[src/logic/swl_pkg.sv]
package swl_pkg;

    // ----------------------------------------------------------------
    // timebase
    // ----------------------------------------------------------------
    localparam int CLK_MHZ         = 200;  // core clock rate in MHz

    // ----------------------------------------------------------------
    // link timing in microseconds, as printed
    // ----------------------------------------------------------------
    localparam int T_START_MIN_US  = 2;    // idle high before a stream
    localparam int T_PHASE_MIN_US  = 2;    // shortest bit phase
    localparam int T_SHORT_MAX_US  = 180;  // longest short phase
    localparam int T_LONG_MAX_US   = 360;  // longest long phase
    localparam int T_EOS_MIN_US    = 2;    // end-of-stream low, least
    localparam int T_EOS_MAX_US    = 360;  // end-of-stream low, most
    localparam int T_ACK_VALID_US  = 2;    // ack low valid within
    localparam int T_ACK_MAX_US    = 512;  // ack released within

    // ----------------------------------------------------------------
    // derived cycle counts (exact at whole-MHz rates)
    // ----------------------------------------------------------------
    localparam int START_CYC       = T_START_MIN_US * CLK_MHZ;
    localparam int PHASE_MIN_CYC   = T_PHASE_MIN_US * CLK_MHZ;
    localparam int SHORT_MAX_CYC   = T_SHORT_MAX_US * CLK_MHZ;
    localparam int LONG_MAX_CYC    = T_LONG_MAX_US * CLK_MHZ;
    localparam int EOS_MIN_CYC     = T_EOS_MIN_US * CLK_MHZ;
    localparam int EOS_MAX_CYC     = T_EOS_MAX_US * CLK_MHZ;
    localparam int ACK_VALID_CYC   = T_ACK_VALID_US * CLK_MHZ;
    localparam int ACK_MAX_CYC     = T_ACK_MAX_US * CLK_MHZ;

    // ----------------------------------------------------------------
    // stream layout
    // ----------------------------------------------------------------
    localparam int CNT_W           = 18;   // phase counter width
    localparam int STREAM_BITS     = 16;   // address byte + data byte
    localparam int ACK_REQ_POS     = 7;    // ack_request_bit in data
    localparam int SUB_ADDR_LSB    = 5;    // two address bits
    localparam int SETPT_W         = 5;    // setpoint field width
    localparam logic [4:0] SETPT_RESET = 5'h1F;  // full scale

    // ----------------------------------------------------------------
    // types
    // ----------------------------------------------------------------
    typedef enum logic [2:0] {
        S_IDLE,   // waiting for start interval and first fall
        S_LOW,    // low phase of a bit
        S_HIGH,   // high phase of a bit
        S_EOS,    // end-of-stream low
        S_ACK     // driving acknowledge
    } swl_fsm_t;

    typedef struct packed {
        logic              ack_req;   // ack_request_bit as received
        logic [1:0]        sub_addr;  // address bits of data byte
        logic [SETPT_W-1:0] setpoint; // feedback_node setpoint code
    } swl_frame_t;

    typedef struct packed {
        swl_fsm_t          fsm;       // link state
        logic [CNT_W-1:0]  cnt;       // cycles in current phase
        logic [CNT_W-1:0]  low_len;   // length of last low phase
        logic [3:0]        bits;      // bits received so far
        logic [15:0]       shreg;     // received stream, msb first
        logic              line_q;    // line one cycle back
        swl_frame_t        frame;     // last accepted data byte
        logic              ok;        // accepted-stream pulse
        logic              err;       // malformed-stream pulse
    } swl_state_t;

    localparam swl_state_t ST_RESET = '{
        fsm: S_IDLE, cnt: '0, low_len: '0, bits: '0, shreg: '0,
        line_q: 1'b1,
        frame: '{ack_req: 1'b0, sub_addr: 2'h0, setpoint: SETPT_RESET},
        ok: 1'b0, err: 1'b0};

endpackage

[src/logic/swl_link.sv]
`timescale 1ns/100ps
// Functional notes
// host holds line high 2 us first
// host ends stream with 2-360 us low
// short high then longer low decodes zero; the code decodes zero from a longer low followed by a short high
// short low then longer high decodes one
// acknowledge pull only when requested
// host supplies pull-up, reads low as ack
// ack low within 2 us, released by 512
// classify bits by comparing phase lengths
// address byte then data byte with fields
// host selects serial mode with long low
// accept 1.7 to 160 kbit/s unconfigured; default limits (180 + 360 us) accept 1.85 kbit/s at slowest
module swl_link
    import swl_pkg::*;
#(
    parameter int         SHORT_CYC = SHORT_MAX_CYC, // longest short phase
    parameter int         LONG_CYC  = LONG_MAX_CYC,  // longest long phase
    parameter int         ACK_CYC   = ACK_MAX_CYC,   // ack hold length
    parameter logic [7:0] DEV_ADDR  = 8'hA5, // arbitrary device address
    parameter logic [1:0] SUB_ADDR  = 2'h0   // arbitrary sub-address
) (
    // clock and reset
    input  wire logic       core_clk_i,
    input  wire logic       rst_n_i,
    // control line, open drain
    input  wire logic       line_i,
    output logic            line_o,
    output logic            line_oe_o,
    // decoded stream
    output swl_frame_t      frame_o,
    output logic            frame_ok_o,
    output logic            frame_err_o
);

    // ----------------------------------------------------------------
    // elaboration checks
    // ----------------------------------------------------------------
    if (LONG_CYC >= (1 << CNT_W) - 1 || SHORT_CYC < PHASE_MIN_CYC ||
        LONG_CYC < 2 * SHORT_CYC || ACK_CYC > ACK_MAX_CYC ||
        ACK_CYC < 1 || EOS_MAX_CYC > LONG_MAX_CYC) begin : g_bad
        $error("swl_link: timing parameters out of range");
    end

    localparam logic [CNT_W-1:0] MIN_C   = CNT_W'(PHASE_MIN_CYC);
    localparam logic [CNT_W-1:0] SHORT_C = CNT_W'(SHORT_CYC);
    localparam logic [CNT_W-1:0] LONG_C  = CNT_W'(LONG_CYC);
    localparam logic [CNT_W-1:0] START_C = CNT_W'(START_CYC);
    localparam logic [CNT_W-1:0] EOSMN_C = CNT_W'(EOS_MIN_CYC);
    localparam logic [CNT_W-1:0] ACK_C   = CNT_W'(ACK_CYC);

    // ----------------------------------------------------------------
    // state
    // ----------------------------------------------------------------
    swl_state_t        st;        // registered state
    swl_state_t        next_st;   // next state
    logic              rise;      // line went high this cycle
    logic              fall;      // line went low this cycle
    logic [1:0]        cls;       // {valid, bit} of finished bit
    logic [CNT_W-1:0]  cnt_inc;   // saturating phase count + 1

    // ratio test: longer phase at least twice the shorter one, the
    // shorter within its window; no absolute bit period is assumed
    function automatic logic [1:0] classify(
        input logic [CNT_W-1:0] lo,
        input logic [CNT_W-1:0] hi);
        logic short_lo;
        logic short_hi;
        short_lo = (lo >= MIN_C) && (lo <= SHORT_C);
        short_hi = (hi >= MIN_C) && (hi <= SHORT_C);
        if (short_hi && ({1'b0, lo} >= {hi, 1'b0}) && lo <= LONG_C)
            classify = 2'b10;
        else if (short_lo && ({1'b0, hi} >= {lo, 1'b0}) && hi <= LONG_C)
            classify = 2'b11;
        else
            classify = 2'b00;
    endfunction

    // edge detection on the previous line sample
    assign rise    = line_i & ~st.line_q;
    assign fall    = ~line_i & st.line_q;
    assign cls     = classify(st.low_len, st.cnt);
    assign cnt_inc = (st.cnt == '1) ? st.cnt : st.cnt + 1'b1;

    // ----------------------------------------------------------------
    // next-state logic
    // ----------------------------------------------------------------
    always_comb begin
        next_st        = st;
        next_st.ok     = 1'b0;
        next_st.err    = 1'b0;
        next_st.line_q = line_i;
        case (st.fsm)
            // count idle high time; a fall after enough of it starts
            S_IDLE: begin
                if (fall && st.cnt >= START_C) begin
                    next_st.fsm  = S_LOW;
                    next_st.cnt  = CNT_W'(1);
                    next_st.bits = '0;
                end else if (line_i) begin
                    next_st.cnt = cnt_inc;
                end else begin
                    next_st.cnt = '0;
                end
            end
            // low phase: remember its length at the rise
            S_LOW: begin
                if (rise) begin
                    next_st.low_len = st.cnt;
                    next_st.fsm     = S_HIGH;
                    next_st.cnt     = CNT_W'(1);
                end else if (st.cnt >= LONG_C) begin
                    next_st.err = 1'b1;
                    next_st.fsm = S_IDLE;
                    next_st.cnt = '0;
                end else begin
                    next_st.cnt = cnt_inc;
                end
            end
            // high phase: the fall closes the bit and classifies it
            S_HIGH: begin
                if (fall) begin
                    next_st.cnt = CNT_W'(1);
                    if (cls[1]) begin
                        next_st.shreg = {st.shreg[14:0], cls[0]};
                        next_st.bits  = st.bits + 1'b1;
                        next_st.fsm   = (st.bits == 4'(STREAM_BITS - 1))
                                        ? S_EOS : S_LOW;
                    end else begin
                        next_st.err = 1'b1;
                        next_st.fsm = S_IDLE;
                        next_st.cnt = '0;
                    end
                end else if (st.cnt >= LONG_C) begin
                    next_st.err = 1'b1;
                    next_st.fsm = S_IDLE;
                    next_st.cnt = '0;
                end else begin
                    next_st.cnt = cnt_inc;
                end
            end
            // end-of-stream low; the rise after it completes the frame
            S_EOS: begin
                if (rise) begin
                    next_st.cnt = '0;
                    next_st.fsm = S_IDLE;
                    if (st.cnt < EOSMN_C) begin
                        next_st.err = 1'b1;
                    end else if (st.shreg[15:8] == DEV_ADDR &&
                                 st.shreg[6:5] == SUB_ADDR) begin
                        next_st.frame = st.shreg[7:0];
                        next_st.ok    = 1'b1;
                        if (st.shreg[ACK_REQ_POS]) begin
                            next_st.fsm = S_ACK;
                            next_st.cnt = CNT_W'(1);
                        end
                    end
                    // another address: not ours, stay silent
                end else if (st.cnt >= LONG_C) begin
                    next_st.err = 1'b1;
                    next_st.fsm = S_IDLE;
                    next_st.cnt = '0;
                end else begin
                    next_st.cnt = cnt_inc;
                end
            end
            // hold the line low for a fixed count, then let go
            S_ACK: begin
                if (st.cnt >= ACK_C) begin
                    next_st.fsm = S_IDLE;
                    next_st.cnt = '0;
                end else begin
                    next_st.cnt = cnt_inc;
                end
            end
            default: begin
                next_st = ST_RESET;
            end
        endcase
    end

    // ----------------------------------------------------------------
    // state register
    // ----------------------------------------------------------------
    always_ff @(posedge core_clk_i) begin
        if (!rst_n_i) begin
            st <= ST_RESET;
        end else begin
            st <= next_st;
        end
    end

    // ----------------------------------------------------------------
    // outputs
    // ----------------------------------------------------------------
    // open drain: only ever pulls low, enable comes straight from state
    assign line_o      = 1'b0;
    assign line_oe_o   = (st.fsm == S_ACK);
    assign frame_o     = st.frame;
    assign frame_ok_o  = st.ok;
    assign frame_err_o = st.err;
endmodule

[config.mk]
export PLATFORM = sky130hd
export DESIGN_NAME = swl_link
export DESIGN_NICKNAME = d
export VERILOG_FILES = /design/src/logic/swl_pkg.sv /design/src/logic/swl_link.sv
export SDC_FILE = /design/constraint.sdc
export NUM_CORES = 1
export LEC_CHECK = 0
export BUFFER_PORTS_ARGS = -buffer_cell sky130_fd_sc_hd__buf_4
export CAP_MARGIN = 5
export CORE_UTILIZATION = 55
export CTS_BUF_LIST = sky130_fd_sc_hd__clkbuf_8
export DETAILED_ROUTE_END_ITERATION = 6
export PLACE_DENSITY_LB_ADDON = 0.05
export SYNTH_ARGS = -nofsm -noshare
export SYNTH_HDL_FRONTEND = slang
export SYNTH_SLANG_ARGS = --single-unit
[constraint.sdc]
create_clock -name core_clk_i -period 5.9 [get_ports core_clk_i]
set_clock_uncertainty 0.15 [all_clocks]
set_input_delay 0.885 -clock core_clk_i [delete_from_list [all_inputs] [get_ports core_clk_i]]
set_output_delay 0.885 -clock core_clk_i [all_outputs]
set_load 0.01 [all_outputs]
==> results.yml <==
grt:
  grt-ovfl-total: 0
  grt_pass1_wl_um: 18000
  antenna_found_initial: 0
  grt_pass1_vias: 3501
  grt_max_degree: 31
  grtUsageTotal_pct: 27.4
critical_path:
  critPathMaxFanout: 17
  r2r_end: "st[27]"
  reg2reg_from: "st[47]"
  path_class: "register to register"
  start_kind: "register"
  critPathRequiredTime_ns: 6.05
  rrSetupSlack_ns: 2.77
  startpoint: "st[47]"
  arrival_ns: 3.28
  rr_worst_depth: 10
  endpoint: "st[27]"
  crit_path_end_kind: "register"
pwr:
  peakVddDrop_mv: 0.113
  power_density_mw_per_mm2: 191
  power_leakage_nw: 1.70
cells_and_area:
  ff_latch_area_mm2: 0.00140
  finalNonFillerCells: 621
  n_antenna_cell: 0
  fin_util_pct: 61.6
  area_growth_pct: 5.99
  nets: 557
  final_common_cell: "dfxtp_1"
  final_layout_size_suffix_gt1_share_pct: 12.1
  layout_common_cells: "70 x dfxtp_1, 44 x nor2_1, 44 x nand2_1, 37 x inv_1, 37 x ha_1"
  multi_input_area_mm2: 0.00259
  n_fill_cell: 679
clock_tree:
  clock-sinks: 70
  ctsResizeCount: 0
  postCtsHoldBufs: 0
  cts_root_buffer: "clkbuf_8"
  clockBufferDepth: 2
  postCtsSetupRepairBufs: 0
  clk-insertion-delay-late_ns: 0.35
  cts_max_level: 3
  numCtsBuffers: 9
  cts_tree: "yes"
  cts.reportedPaths.clkPinSlew_ns: 0.09
die:
  io_pins: 15
  die_y_um: 90.5
  dieArea_mm2: 0.00818
  core_area_mm2: 0.00741
  num_rows: 31
  start_util_pct: 58.1
  die_w_um: 90.5
timing:
  max_slew_margin_pct: 21.6
  setup_viol: 0
  fmax_mhz: 320
  finalCritPeriodShare_pct: 53.0
  hold_viol: 0
  holdWs_ns: 0.277
  period_minus_slack_ns: 3.13
  grt_setup_unrepaired: "false"
  finalMaxSlewViolations: 0
  tightest_slew_ns: 1.17
  tns_ns: 0
synthesis:
  synthFlopType: "dfxtp_1"
  syn_area_mm2: 0.00430
  ys_types: 60
  synth_edf_count: 0
  ys_async_sr_fraction_pct: 0
  synth_seq_cells: 70
  avgSynthCellArea_um2: 8.27
  syn-num-nets: 560
  syn_inst: 520
  yosysWarnings: 0
  yosysSeqAreaShare_pct: 32.6
drt:
  wl_um: 10800
  dr.pass1.iters: 5
  wire_per_inst_um: 17.3
  drt_iter0_drc: 359
  drc: 0
  vias_per_cell: 6.20
  via_count: 3849
  ant_nets: 0
place:
  gp_congestion: 0.913
  port-buffer-count: 13
  dp.cells: 605
  dpl.hpwl_um: 7980
job:
  cap_violations: 0
status:
  status: "finished clean"
worst_hold_path:
  hold_path.class: "register to register"
-- worst min path at each step --
stage | startpoint | slack, ns | endpoint | cells past startpoint
global route | frame_o[5] | 0.30 | frame_o[5] | 2
detailed placement | frame_o[6] | 0.27 | frame_o[6] | 2
floorplan | frame_o[5] | 0.26 | frame_o[5] | 2
CTS | frame_o[6] | 0.28 | frame_o[6] | 2
finish | frame_o[6] | 0.28 | frame_o[6] | 2
global placement | frame_o[6] | 0.27 | frame_o[6] | 2
-- cells in the mapped netlist, drive strengths merged, types with 3 or more instances --
cell type  number  area, µm²
a2111oi         3       26.3
a211oi          6       45.0
a21boi         20        150
a21o            5       37.5
a21oi          26        141
a221o           5       50.1
a22o           16        160
a31oi           4       25.0
and2            3       21.3
and3            4       25.0
buf            14        111
clkbuf         16       60.1
dfxtp          70       1400
ha             37        463
inv            37        139
nand2          44        165
nand2b          7       43.8
nand3          36        180
nand4          11       68.8
nand4b          5       43.8
nor2           44        165
nor2b           9       56.3
nor3           11       66.3
nor4           10       77.6
nor4b           3       26.3
o21ai          20        104
o311ai          3       33.8
or2             4       25.0
or3            12       85.1
xnor2          10       87.6
-- critical path: stages (launching register included) --
cell and delay, ns:
dfxtp_1 0.49, inv_1 0.08, ha_1 0.31, nand4b_1 0.12, nor2_1 0.23, o211ai_1 0.12, and4bb_2 0.23, or3_4 0.42
and2_4 0.16, nor3_4 0.49, mux2_2 0.27
-- per-stage QoR --
stage / setup WS [ns] / cell area [µm²] / total power [mW]
final: 2.77 / 4560 / 0.872
after global routing: 2.45 / 4560 / 0.898
after CTS: 2.79 / 4560 / 0.875
after detailed placement: 2.80 / 4380 / 0.510
after global placement: 2.81 / 4380 / 0.510
after floorplan: 3.26 / 4300 / 0.504
-- cells by family after synthesis --
family,share of synthesized area (%)
adders and majority gates,10.8
xor gates and xnor gates,2.04
buffers and inverters,7.21
DFF,32.6
other,0.0872
and+or+nand+nor,25.4
AOI/OAI and AO/OA,21.6
muxes,0.262
-- layer usage --
metal  up-vias  global-route usage, %  wire length, µm
met1      1796                   41.1             5040
met2       172                   40.5             4710
met5         -                      0                0
met4         0                   8.60              128
li1       1862                      -                -
met3        19                   3.37              878
-- power breakdown --
group	switching (mW)	total, mW	internal (mW)	leakage [nW]
Clock	0.211	0.372	0.161	0.0892
Combinational	0.0167	0.0246	0.00797	1.05
Sequential	0.00165	0.475	0.473	0.564
-- registers in the layout (all words and copies together), names as in the netlist --
name / cells
st: 60
frame_o: 8
frame_err_o: 1
frame_ok_o: 1
-- cell type report --
| class | count | area share [%] |
|---|---|---|
| clock buffers | 9 | 2.72 |
| repair buffers | 16 | 2.63 |
| clock inverters | 7 | 1.34 |
| flip-flops and latches | 70 | 30.7 |
| multi-input cells | 383 | 56.8 |
| well taps | 99 | 2.72 |
| inverters | 37 | 3.05 |
(Power assumes the default switching activity.)
